**src/logic/sarrd_pkg.sv**
```systemverilog
/*
 serial readout package: result coding, sequence counts, host divider.
 assumes: included before all other design files.
*/
`default_nettype none
package sarrd_pkg;
   localparam int unsigned RES_W        = 16;
   localparam int unsigned SAMPLE_FALLS = 5;   // falling edges spent sampling
   localparam int unsigned NULL_BITS    = 1;
   localparam logic [15:0] CODE_POS_FS  = 16'h7fff;
   localparam logic [15:0] CODE_ZERO    = 16'h0000;
   localparam logic [15:0] CODE_NEG_1   = 16'hffff;
   localparam logic [15:0] CODE_NEG_FS  = 16'h8000;
   localparam int unsigned CLK_MHZ      = 200;
   localparam int unsigned SCLK_KHZ_MAX = 2400;
   localparam int unsigned SCLK_KHZ_MIN = 24;
   // half period of serial clock at max rate, rounded up so rate never exceeds
   localparam int unsigned SCLK_HALF_CYC =
      (CLK_MHZ * 1000 + 2 * SCLK_KHZ_MAX - 1) / (2 * SCLK_KHZ_MAX);
   localparam int unsigned XFER_BITS    = 2 * RES_W - 1;  // msb..lsb..msb
   localparam logic [5:0]  SEQ_OE_AT    = 6'h05;
   localparam logic [5:0]  SEQ_END      = 6'h25;   // 5+1+16+15 = 37
   // two's complement: the code is the signed difference itself
   function automatic logic [15:0] sarrd_code(input logic signed [15:0] v);
      return v;
   endfunction
endpackage : sarrd_pkg
`default_nettype wire

```
**src/logic/sarrd_if.sv**
```systemverilog
/*
 three wire link: active-low select, serial clock, three-state data.
 assumes: bench resolves data wire from oe and data.
*/
`timescale 1ns/1ps
`default_nettype none
interface sarrd_if;
   logic cs_n;
   logic serial_shift_clock;
   logic dout;
   logic dout_oe;
   modport dev  (input cs_n, input serial_shift_clock,
                 output dout, output dout_oe);
   modport host (output cs_n, output serial_shift_clock,
                 input dout, input dout_oe);
endinterface : sarrd_if
`default_nettype wire

```
**src/logic/sarrd_fifo.sv**
```systemverilog
/*
 small valid/ready fifo for received results.
 assumes: single clock, synchronous active-low reset.
*/
`timescale 1ns/1ps
`default_nettype none
module sarrd_fifo #(
   parameter int unsigned WIDTH = 16,
   parameter int unsigned DEPTH = 4
) (
   input  wire  logic             mclk_in,
   input  wire  logic             rst_n_in,
   input  wire  logic             in_valid_in,
   output logic                   in_ready_out,
   input  wire  logic [WIDTH-1:0] in_data_in,
   output logic                   out_valid_out,
   input  wire  logic             out_ready_in,
   output logic [WIDTH-1:0]       out_data_out
);
   localparam int unsigned AW = $clog2(DEPTH);
   logic [WIDTH-1:0] mem_ff [DEPTH];
   logic [AW-1:0]    wr_ff;
   logic [AW-1:0]    rd_ff;
   logic [AW:0]      cnt_ff;
   logic             push;
   logic             pop;
   assign in_ready_out  = (cnt_ff != (AW+1)'(DEPTH));
   assign out_valid_out = (cnt_ff != '0);
   assign out_data_out  = mem_ff[rd_ff];
   assign push = in_valid_in & in_ready_out;
   assign pop  = out_valid_out & out_ready_in;
   always_ff @(posedge mclk_in) begin
      if (push) begin
         mem_ff[wr_ff] <= in_data_in;
      end
   end
   always_ff @(posedge mclk_in) begin
      if (!rst_n_in) begin
         wr_ff  <= '0;
         rd_ff  <= '0;
         cnt_ff <= '0;
      end else begin
         if (push) wr_ff <= (wr_ff == AW'(DEPTH-1)) ? '0 : wr_ff + 1'b1;
         if (pop)  rd_ff <= (rd_ff == AW'(DEPTH-1)) ? '0 : rd_ff + 1'b1;
         cnt_ff <= cnt_ff + (AW+1)'(push) - (AW+1)'(pop);
      end
   end
endmodule : sarrd_fifo
`default_nettype wire

```
**src/logic/sarrd_host.sv**
```systemverilog
/*
 host end: divides mclk to the serial clock, drives select, captures bits
 on rising edges and queues results in a fifo.
 assumes: converter on the link interface; user drains the result port.
*/
`timescale 1ns/1ps
`default_nettype none
module sarrd_host
   import sarrd_pkg::*;
#(
   parameter int unsigned HALF_CYC = SCLK_HALF_CYC,
   parameter int unsigned BITS     = 16
) (
   input  wire  logic        mclk_in,
   input  wire  logic        rst_n_in,
   sarrd_if.host             link,
   input  wire  logic        start_in,
   output logic              busy_out,
   output logic              res_valid_out,
   input  wire  logic        res_ready_in,
   output logic [15:0]       res_data_out
);
   logic d_s1_ff, d_s2_ff;
   always_ff @(posedge mclk_in) begin
      if (!rst_n_in) begin
         d_s1_ff <= 1'b0;
         d_s2_ff <= 1'b0;
      end else begin
         d_s1_ff <= link.dout;
         d_s2_ff <= d_s1_ff;
      end
   end
   logic [7:0]  div_ff;
   logic        sck_ff, cs_n_ff, run_ff, push_ff;
   logic [5:0]  rise_ff;
   logic [15:0] sh_ff, word_ff;
   logic        fifo_rdy, tick;
   assign tick = (div_ff == 8'(HALF_CYC - 1));
   // free-running so select stays high a half period between frames
   always_ff @(posedge mclk_in) begin
      if (!rst_n_in) begin
         div_ff <= '0;
      end else begin
         div_ff <= tick ? '0 : div_ff + 8'h01;
      end
   end
   // stall new starts until a slot is free, so results are never dropped
   always_ff @(posedge mclk_in) begin
      if (!rst_n_in) begin
         run_ff  <= 1'b0;
         cs_n_ff <= 1'b1;
         sck_ff  <= 1'b0;
         rise_ff <= '0;
         sh_ff   <= '0;
         push_ff <= 1'b0;
         word_ff <= '0;
      end else begin
         push_ff <= 1'b0;
         if (!run_ff) begin
            if (start_in && fifo_rdy && !push_ff && tick) begin
               run_ff  <= 1'b1;
               cs_n_ff <= 1'b0;
               rise_ff <= '0;
            end
         end else if (tick) begin
            sck_ff <= ~sck_ff;
            if (!sck_ff) begin                   // rising edge
               rise_ff <= rise_ff + 6'h01;
               if (rise_ff >= 6'd6) sh_ff <= {sh_ff[14:0], d_s2_ff};
               if (rise_ff == 6'(5 + BITS)) begin
                  run_ff <= 1'b0; cs_n_ff <= 1'b1;
                  sck_ff <= 1'b0;
                  push_ff <= 1'b1;
                  word_ff <= {sh_ff[14:0], d_s2_ff} << (16 - BITS);
               end
            end
         end
      end
   end
   assign link.cs_n = cs_n_ff;
   assign link.serial_shift_clock = sck_ff;
   assign busy_out = run_ff;
   sarrd_fifo #(.WIDTH(16), .DEPTH(4)) u_fifo (
      .mclk_in      (mclk_in),
      .rst_n_in     (rst_n_in),
      .in_valid_in  (push_ff),
      .in_ready_out (fifo_rdy),
      .in_data_in   (word_ff),
      .out_valid_out(res_valid_out),
      .out_ready_in (res_ready_in),
      .out_data_out (res_data_out)
   );
endmodule : sarrd_host
`default_nettype wire

```
**src/flat_wrapper.sv**
```systemverilog
// flat-port wrapper written by rule: the top's interface ports become plain ports
module sarrd_host_flat import sarrd_pkg::*;
#(
   parameter int unsigned HALF_CYC = SCLK_HALF_CYC,
   parameter int unsigned BITS     = 16
)
  (mclk_in, rst_n_in, start_in, busy_out, res_valid_out, res_ready_in, res_data_out, link_cs_n, link_serial_shift_clock, link_dout, link_dout_oe);
  sarrd_if link_i ();
  input  wire  logic mclk_in;
  input  wire  logic rst_n_in;
  input  wire  logic start_in;
  output logic busy_out;
  output logic res_valid_out;
  input  wire  logic res_ready_in;
  output logic [15:0] res_data_out;
  output wire logic [$bits(link_i.cs_n)-1:0] link_cs_n;
  output wire logic [$bits(link_i.serial_shift_clock)-1:0] link_serial_shift_clock;
  input wire logic [$bits(link_i.dout)-1:0] link_dout;
  input wire logic [$bits(link_i.dout_oe)-1:0] link_dout_oe;
  assign link_cs_n = link_i.cs_n;
  assign link_serial_shift_clock = link_i.serial_shift_clock;
  assign link_i.dout = link_dout;
  assign link_i.dout_oe = link_dout_oe;
  sarrd_host #(.HALF_CYC(HALF_CYC), .BITS(BITS)) u_core (.mclk_in(mclk_in), .rst_n_in(rst_n_in), .link(link_i), .start_in(start_in), .busy_out(busy_out), .res_valid_out(res_valid_out), .res_ready_in(res_ready_in), .res_data_out(res_data_out));
endmodule
```
**config.mk**
```make
export PLATFORM = sky130hd
export DESIGN_NAME = sarrd_host_flat
export DESIGN_NICKNAME = d
export VERILOG_FILES = /design/src/logic/sarrd_pkg.sv /design/src/logic/sarrd_if.sv /design/src/logic/sarrd_fifo.sv /design/src/logic/sarrd_host.sv /design/src/flat_wrapper.sv
export SDC_FILE = /design/constraint.sdc
export NUM_CORES = 1
export LEC_CHECK = 0
export ABC_AREA = 0
export BUFFER_PORTS_ARGS = -buffer_cell sky130_fd_sc_hd__buf_2
export CORE_ASPECT_RATIO = 0.7
export CORE_UTILIZATION = 39
export CTS_BUF_LIST = sky130_fd_sc_hd__clkbuf_8
export CTS_CLUSTER_SIZE = 8
export DETAILED_ROUTE_END_ITERATION = 8
export MAX_ROUTING_LAYER = met4
export SYNTH_ARGS = -nofsm -noshare
export SYNTH_HDL_FRONTEND = slang
export SYNTH_SLANG_ARGS = --single-unit
```
**constraint.sdc**
```tcl
create_clock -name mclk_in -period 3.65 [get_ports mclk_in]
set_input_delay 0.365 -clock mclk_in [delete_from_list [all_inputs] [get_ports mclk_in]]
set_output_delay 0.365 -clock mclk_in [all_outputs]
set_load 0.01 [all_outputs]
```
Word level (Yosys, flattened, before mapping)
Memories as Yosys holds them, arrays and structs flattened. A register that Yosys moved wholly into a read port is not among the register bits.
Index checks and enable logic that the tools add are counted.
W data, S select, Z words.
{"block": "word_totals", "word_cells": 71, "mem_count": 1, "mem_bits_rw": 64, "regBits": 58, "input_bits": 6, "output_inout_bits": 20}
{"memory": "u_core.u_fifo.mem_ff", "words": 4, "word_bits": 16, "rd": 1, "rd_ports_with_merged_regs": 1, "wr": 1, "line_no": "sarrd_fifo.sv:21", "text": "logic [WIDTH-1:0] mem_ff [DEPTH];"}
{"block": "classes", "n_lt_le_gt_ge": 1, "n_bitwise": 6, "addsub": 6, "n_eq_ne": 8, "reduce_logical": 13, "muxes": 23}
{"op": "$mux W6", "n": 4}
{"op": "$mux W1", "n": 15}
{"op": "$reduce_and A4 Y1", "n": 3}
{"op": "$add A8 B1 Y8 const B", "n": 1}
{"op": "$eq A8 B6 Y1 const B", "n": 1}
{"op": "$mux W2", "n": 4}
{"op": "$add A6 B1 Y6 const B", "n": 1}
{"op": "$eq A6 B5 Y1 const B", "n": 1}
{"op": "$ge A6 B3 Y1 const B", "n": 1}
{"op": "$ne A2 B2 Y1 const B", "n": 3}
{"op": "$add A2 B1 Y2 const B", "n": 2}
{"op": "$eq A2 B2 Y1 const B", "n": 2}
{"op": "$not A1 Y1", "n": 4}
{"op": "$reduce_or A4 Y1", "n": 1}
{"op": "$add A3 B1 Y3", "n": 1}
{"op": "$logic_and A1 B1 Y1", "n": 3}
{"op": "$ne A3 B3 Y1 const B", "n": 1}
{"op": "$reduce_and A3 Y1", "n": 1}
{"op": "$reduce_bool A3 Y1", "n": 1}
{"op": "$sub A3 B1 Y3", "n": 1}
{"op": "$and A1 B1 Y1", "n": 2}
{"op": "$reduce_and A2 Y1", "n": 1}
{"op": "$reduce_bool A2 Y1", "n": 1}
{"op": "$reduce_or A2 Y1", "n": 1}
{"op": "$logic_not A1 Y1", "n": 1}

Longest topological paths before layout
Gate-level depths: netlist of run 1.
{"block": "depth", "word_depth": 6, "depth_mapped": 10, "ltp_nobuf": 9}

Modules after synthesis
Synthesis of run 1 repeated with hierarchy kept, for this count alone.
{"block": "unflattened", "hier_cells": 326, "hier_area_um2": 4784.6}
{"module": "sarrd_fifo", "seq_area_each_um2": 2102.0, "cells_each": 136, "area_each_um2": 2793.9, "instances": 1}
{"module": "sarrd_host", "seq_area_each_um2": 1021.0, "cells_each": 190, "area_each_um2": 1990.7, "instances": 1}

Worst setup path before layout of run 1
OpenSTA, ideal clock, no wires.
{"block": "synth_path", "path_kind": "reg-to-reg", "start": "reg u_core.u_fifo.cnt_ff[1]", "end": "reg u_core.u_fifo.cnt_ff[2]", "path_buffers": 1, "setup_time_ns": 0.128, "t_required_ns": 3.522, "t_arrival_ns": 2.013, "slack_ns": 1.509, "period_less_slack_ns": 2.141, "path_stages_with_launch": 10, "cell_sequence": "dfxtp_1 or3b_2 clkbuf_1 nand3_1 nand2_1 ha_1 fa_1 xnor2_1 xnor2_1 nor2_1"}
{"block": "synth_between", "elab_chain_cells": 4, "word_cells_on_any_way": 6, "classes_between": "add/sub: 2; eq/ne: 1; bitwise: 2; reduce/logical: 1"}
{"item": "start: declaration", "line_no": "sarrd_fifo.sv:24", "text": "logic [AW:0] cnt_ff;"}
{"item": "start signal: assignment", "line_no": "sarrd_fifo.sv:45", "text": "cnt_ff <= cnt_ff + (AW+1)'(push) - (AW+1)'(pop);"}
{"item": "$ne A3 B3 Y1", "line_no": "sarrd_fifo.sv:27", "text": "assign in_ready_out = (cnt_ff != (AW+1)'(DEPTH));"}
{"item": "$and A1 B1 Y1", "line_no": "sarrd_fifo.sv:30", "text": "assign push = in_valid_in & in_ready_out;"}
{"item": "$add A3 B1 Y3", "line_no": "sarrd_fifo.sv:45"}
{"item": "$sub A3 B1 Y3 (*)", "line_no": "sarrd_fifo.sv:45"}
Mark *: on every way between the ends. The rest lies on a longest branch, timed or not.
A chain may end at the register's enable or synchronous reset.

==> run metrics, run 1 <==
DRT iter0 DRCs approximately 130; Storage cell area roughly 3100 um2; final hold vios 0; clk_lat worst skew about 0.4 ns; Placement Rows 33; count leader, synth edfxtp_1; crit-path max FO 9; Sw Ratio 0.238; Clock power frac 0.362; top_reg_cell synth edfxtp_1; minimum clock period 2.56 ns; Cell Int Power between 2000 and 2500 uW; FF-to-FF path depth 8; synth cell count leaders edfxtp_1 (64), dfxtp_1 (60), nor2_1 (27); Clock Path Buffers 2; Die ar. ~13000 um2; Die Wd around 130 um; Root Buffer clkbuf_8; number of vias per cell between 5 and 6; clock sinks 124; Mapped Avg Cell Area 14.6 um2; Worst VDD drop 0.000242 V; post-synthesis cell type count 47; largest stage delay on the critical path roughly 0.75 ns; Post-CTS Hold Buffers 0; Psw 655 uW; total placed cells including tap cells approximately 500; postcts setup bufs 0; # diodes 0; total of max-cap violations 0; static leakage roughly 0.0016 uW; WHS Endpoint u_core.d_s1_ff$_SDFF_PN0_; Final period util 0.702; CP Class reg2out; async set-reset flop share out of synthesis 0; run status completed; Pwr Density 516 nW/um2; Port-buffer cells 24; worst reg-to-reg setup slack 1.42 ns; top-area cell type share of the netlist area 0.405; largest net degree at the start of global routing 28; Final Non-Filler Cells between 500 and 600; HP Class in2reg; TritonCTS clock tree built; area of the multi-input gates between 1500 and 2000 um2; FF-to-FF Start u_core.u_fifo.cnt_ff[1]$_SDFF_PN0_; Seq pwr share 0.556; Worst-Margin Slew 0.987 ns; I/O pin count 26; synth top area cells edfxtp_1 (41%), dfxtp_1 (25%), mux4_2 (7.6%); Clock Skews ~0.0075 ns; number of flops mapped to enable cells by yosys 64; DRC 0; post-synthesis sequential area ratio 0.659; initial antenna violation count 0; placed wire-length estimate a little over 5000 um; Fill cells roughly 1100; fraction of layout cells with a size suffix above 1 0.200; Mapped Nets ~340; Vias between 2000 and 3000; Gate power share 0.082; area grow syn2layout 12.6%; RSZ-0062 raised after global routing no; Post-Synthesis Cells roughly 330; Synth Register Bits 124; Worst-path clk slew about 0.06 ns; fmax between 300 and 400 MHz; NumNets Final around 380; DRT antenna net count 0; Max Slew Vio Count 0; Data arrival, critical path 2.20 ns; RePlAce Congestion ~0.77; Starting Density 0.403; total gr overflow 0; first-pass GRT wire length 13500 um; DR pass1 iterations 4; area of the mapped netlist around 4700 um2; Critical Path RT between 3 and 4 ns; Hold Crit Depth 2; core area approximately 12000 um2; end of the worst register-to-register path u_core.u_fifo.cnt_ff[2]$_SDFF_PN0_; vias in the first global route around 2600; H-tree levels 4; post-synth top area cell edfxtp_1; Setup Total Neg Slack 0 ns; Slowest-stage cell, CP dfxtp_1; chip height 94.2 um; post-CTS sizing 0; total CTS buffers 17; worst min-delay path startpoint link_dout; Crit path buffers/inverters 2; # setup viols final 0; YS warnings 0; Avg WL per Cell around 16 um; Worst Setup Start Kind register; Slew headroom 0.342; Critical Path, Cell by Cell buf_4 -> mux4_2 -> buf_2; Total Wirelength ~8300 um; critical path's top delay family flip-flops; GRT Total Usage 0.152; CP Capture Type primary output
## flip-flops by register name, summed over array words and instances, names as in the netlist, named ones only
signal,flops
u_core.u_fifo.rd_ff,2
u_core.d_s2_ff,1
u_core.div_ff,8
u_core.u_fifo.wr_ff,2
u_core.link.serial_shift_clock,1
u_core.sh_ff,15
u_core.rise_ff,6
u_core.busy_out,1
u_core.u_fifo.mem_ff,64
u_core.push_ff,1
u_core.d_s1_ff,1
u_core.link.cs_n,1
u_core.u_fifo.cnt_ff,3
u_core.word_ff,16
## cell families after synthesis
group / synth area share
flops: 0.659
simple gates: 0.0974
compound gates: 0.0673
mux: 0.108
buf+inv: 0.0206
fa+ha+maj: 0.0333
xor+xnor: 0.0148
## worst max path at each step
stage                                                   from                            endpoint  slack, ns  cells past startpoint
after floorplan           u_core.u_fifo.cnt_ff[1]$_SDFF_PN0_  u_core.u_fifo.cnt_ff[2]$_SDFF_PN0_       1.51                      9
after global placement    u_core.u_fifo.cnt_ff[1]$_SDFF_PN0_  u_core.u_fifo.cnt_ff[2]$_SDFF_PN0_       1.45                      8
after detailed placement  u_core.u_fifo.cnt_ff[2]$_SDFF_PN0_  u_core.u_fifo.cnt_ff[2]$_SDFF_PN0_       1.45                      8
after CTS                                           register                     res_data_out[4]       1.01                      3
after global routing                                register                     res_data_out[2]       0.89                      3
final                                               register                     res_data_out[4]       1.09                      3
## layer usage
metal  routed length, um  track usage  part of all wire  vias to the layer above
met5                   0            -                 0                        -
li1                    -            -                 -                     1284
met2                3730        0.218              0.45                       50
met4                  72       0.0682            0.0087                        0
met3                 355       0.0469             0.043                        6
met1                4130        0.196              0.50                     1308
## placed cells by master (no fill, tap or decap), types with 2 or more instances in the layout
| cell | netlist | routed |
|---|---|---|
| inv_1 | 8 | 13 |
| or3_1 | 3 | 3 |
| mux4_2 | 16 | 16 |
| nor2_1 | 27 | 27 |
| and2_1 | 5 | 5 |
| a22o_1 | 16 | 16 |
| nor3b_1 | 2 | 2 |
| xor2_1 | 4 | 4 |
| dfxtp_1 | 60 | 60 |
| o21ai_0 | 2 | 2 |
| ha_1 | 11 | 11 |
| buf_2 | 3 | 24 |
| and3_1 | 8 | 8 |
| or4_1 | 3 | 3 |
| nand3_1 | 10 | 10 |
| buf_4 | 1 | 2 |
| xnor2_1 | 4 | 4 |
| o21a_1 | 2 | 2 |
| nand2_1 | 13 | 13 |
| nor3_1 | 4 | 4 |
| edfxtp_1 | 64 | 64 |
| o31ai_1 | 3 | 3 |
| a21oi_1 | 10 | 10 |
| clkbuf_8 | 0 | 17 |
| nand2b_1 | 3 | 3 |
| mux2i_1 | 15 | 15 |
| clkinv_2 | 0 | 7 |
## stage by stage
step | util | power, uW | hold slack (ns) | worst slack (ns) | cell area, um2
floorplan | - | 1730 | 0.412 | 1.51 | 4740
global placement | 0.426 | 1780 | 0.432 | 1.45 | 5010
detailed placement | 0.426 | 1790 | 0.427 | 1.45 | 5010
CTS | 0.453 | 2800 | 0.132 | 1.01 | 5340
global route | 0.453 | 2880 | 0.134 | 0.894 | 5340
finish | 0.453 | 2760 | 0.159 | 1.09 | 5340
## final cells by class
type,instances,area share
flip-flops and latches,124,0.585
repair buffers,26,0.0253
well taps,157,0.0368
clock inverters,15,0.0178
multi-input cells,179,0.285
inverters,9,0.00633
clock buffers,17,0.0438
## power by group through the flow
stage               Clock (uW)  Combinational (uW)  Sequential (uW)
floorplan                    0                 204             1530
global placement             0                 221             1560
detailed placement           0                 225             1570
CTS                       1030                 227             1540
global route              1090                 250             1540
finish                     998                 225             1530
Power figures use the tool's default switching activity.
==> run 2: changes to the inputs <==
Settings changed: ABC_AREA 0 to 1.
Clock period 3.65 ns to 2.3 ns, I/O delays scaled along.
==> run metrics, run 2 <==
Vias 3302 (was 2648); routed length on met1 4590 um (was 4130 um); Clock Path Buffers 2 (unchanged); synth cell count leaders nand2_1 (85), edfxtp_1 (64), dfxtp_1 (60) (was edfxtp_1 (64), dfxtp_1 (60), nor2_1 (27)); fmax 502 MHz; Critical Path RT 2.57 ns (was 3.28 ns); area of the multi-input gates 1500 um2 (was 1520 um2); Port-buffer cells 24 (unchanged); core area 11900 um2 (was 11800 um2); total gr overflow 0 (unchanged); total of max-cap violations 0 (unchanged); commonest non-fill, non-tap cell in the layout nand2_1 (was edfxtp_1); CP Class reg2reg (was reg2out); RSZ-0062 raised after global routing no (unchanged); vias in the first global route 3012 (was 2615); total power 4750 uW (was 2760 uW); Avg WL per Cell 13.5 um (was 15.7 um); GRT Total Usage 0.160 (was 0.152); Pwr Density 867 nW/um2 (was 516 nW/um2); # setup viols final 0 (unchanged); commonest non-fill, non-tap cells in the layout nand2_1 (85), edfxtp_1 (64), dfxtp_1 (60), nor2_1 (55), nand3_1 (40) (was edfxtp_1 (64), dfxtp_1 (60), nor2_1 (27), buf_2 (24), clkbuf_8 (17)); RePlAce Congestion 0.819 (was 0.765); post-CTS sizing 0 (unchanged); first-pass GRT wire length 15100 um (was 13500 um); Worst-Margin Slew 0.750 ns (was 0.987 ns); synth top area cells edfxtp_1 (40%), dfxtp_1 (25%), nand2_1 (6.6%) (was edfxtp_1 (41%), dfxtp_1 (25%), mux4_2 (7.6%)); HP Class in2reg (unchanged); YS warnings 0 (unchanged); pre-CTS setup slack 0.342 ns (was 1.45 ns); Storage cell area 3120 um2 (unchanged); CP Capture Type register (was primary output); Worst Setup Start Kind register (unchanged); DRC 0 (unchanged); total CTS buffers 17 (unchanged); Mapped Nets 491 (was 343); count leader, synth nand2_1 (was edfxtp_1); Placement Rows 33 (unchanged); Setup Total Neg Slack 0 ns (unchanged); minimum clock period around 2 ns; Final WS setup 0.310 ns (was 1.09 ns); Max Slew Vio Count 0 (unchanged); Clock Skews 0.0137 ns (was 0.00752 ns); number of flops mapped to enable cells by yosys 64 (unchanged); DRT antenna net count 0 (unchanged); Worst-path clk slew 0.07 ns (was 0.06 ns); TritonCTS clock tree built (unchanged); Post-Synthesis Cells 473 (was 325); Final period util 0.865; initial antenna violation count 0 (unchanged); Met2 Wirelength 4050 um (was 3730 um); Largest register FFs 64 (unchanged); chip height 95.3 um (was 94.2 um); Fill cells 1135 (was 1072); I/O pin count 26 (unchanged); crit-path max FO 16 (was 9); largest net degree at the start of global routing 33 (was 28); DR pass1 iterations 4 (unchanged); Synth Register Bits 124 (unchanged); Total Wirelength 9110 um (was 8290 um); Die Wd 135 um (was 134 um); Top reg by flops u_core.u_fifo.mem_ff (unchanged); Mapped Avg Cell Area 10.3 um2 (was 14.6 um2); static leakage 0.00193 uW (was 0.00165 uW); async set-reset flop share out of synthesis 0 (unchanged); final hold vios 0 (unchanged); Die ar. 12900 um2 (was 12600 um2); Worst VDD drop 0.000374 V (was 0.000242 V); # diodes 0 (unchanged); post-synthesis cell type count 32 (was 47); Top Layer Used met4 (unchanged); postcts setup bufs 0 (unchanged); run status completed (unchanged); DRT iter0 DRCs 265 (was 132); Slew headroom 0.500 (was 0.342); top-area cell type share of the netlist area 0.396 (was 0.405); area of the mapped netlist 4850 um2 (was 4740 um2); clock sinks 124 (unchanged); area grow syn2layout 13.0% (was 12.6%); top flop regs u_core.u_fifo.mem_ff: 64 flops, u_core.word_ff: 16 flops, u_core.sh_ff: 15 flops (unchanged); fraction of layout cells with a size suffix above 1 0.141 (was 0.200); post-synth top area cell edfxtp_1 (unchanged); Starting Density 0.408 (was 0.403); placed wire-length estimate 5720 um (was 5060 um); Root Buffer clkbuf_8 (unchanged); H-tree levels 4 (unchanged); post-synthesis sequential area ratio 0.644 (was 0.659); met3 routed WL 436 um (was 355 um); Data arrival, critical path 2.26 ns (was 2.20 ns); NumNets Final 525 (was 375); number of vias per cell 4.88 (was 5.02); clk_lat worst skew 0.41 ns (about the same); top_reg_cell synth edfxtp_1 (unchanged)
==> run 2: cell families (layout without fill, tap and decap cells) <==
group | Yosys count | count (layout) | synth area share
AOI/OAI and AO/OA | 86 | 86 | 0.0963
buffers and inverters | 51 | 97 | 0.0462
and+or+nand+nor | 197 | 197 | 0.175
adders and majority gates | 12 | 12 | 0.0325
xor gates and xnor gates | 3 | 3 | 0.00542
DFF | 124 | 124 | 0.644
==> run 2: where the power goes <==
group          switching, uW  internal, uW
Clock                    804           829
Sequential              42.3          2360
Combinational            471           244
==> run 2: stage by stage <==
step	hold slack, ns	area (um2)	std cells	utilization
final	0.130	5480	676	0.461
after global routing	0.110	5480	676	0.461
after CTS	0.0889	5480	676	0.461
after detailed placement	0.413	5130	644	0.431
after global placement	0.411	5130	644	0.431
after floorplan	0.328	4850	473	-
==> run 2: cell type report <==
class,instances,share of cell area
Sequential cell,124,0.570
Multi-Input combinational cell,298,0.274
Clock buffer,17,0.0427
Tap cell,157,0.0359
Timing Repair Buffer,33,0.0347
Inverter,33,0.0228
Clock inverter,14,0.0194
==> run 2: final timing paths <==
check | start | endpoint | slack, ns | cells past startpoint
worst max-delay path | u_core.rise_ff[1]$_SDFFE_PN0P_ | u_core.sh_ff[10]$_SDFFE_PN0P_ | 0.31 | 6
worst min-delay path | rst_n_in | u_core.d_s1_ff$_SDFF_PN0_ | 0.13 | 3
worst max register to register | u_core.rise_ff[1]$_SDFFE_PN0P_ | u_core.sh_ff[10]$_SDFFE_PN0P_ | 0.31 | 6
worst min register to register | u_core.d_s1_ff$_SDFF_PN0_ | u_core.d_s2_ff$_SDFF_PN0_ | 0.44 | 2
==> run 2: metal layers <==
metal  track usage  up-vias
met2         0.238       55
met3        0.0452        2
li1              -     1683
met5             -        -
met1         0.214     1562
met4        0.0449        0
==> run 2: repair_timing <==
item,4_1_cts,5_1_grt
endpoints found under the hold margin,1,0
hold buffers,1,0
endpoints found under the setup margin,0,0
==> run 2: critical path, stage by stage (launching register included) <==
cell and delay (ns):
dfxtp_1 0.43, ha_1 0.20, o21ai_1 0.07, a21oi_2 0.60, nand2_2 0.35, nand2_1 0.14, a21oi_1 0.07
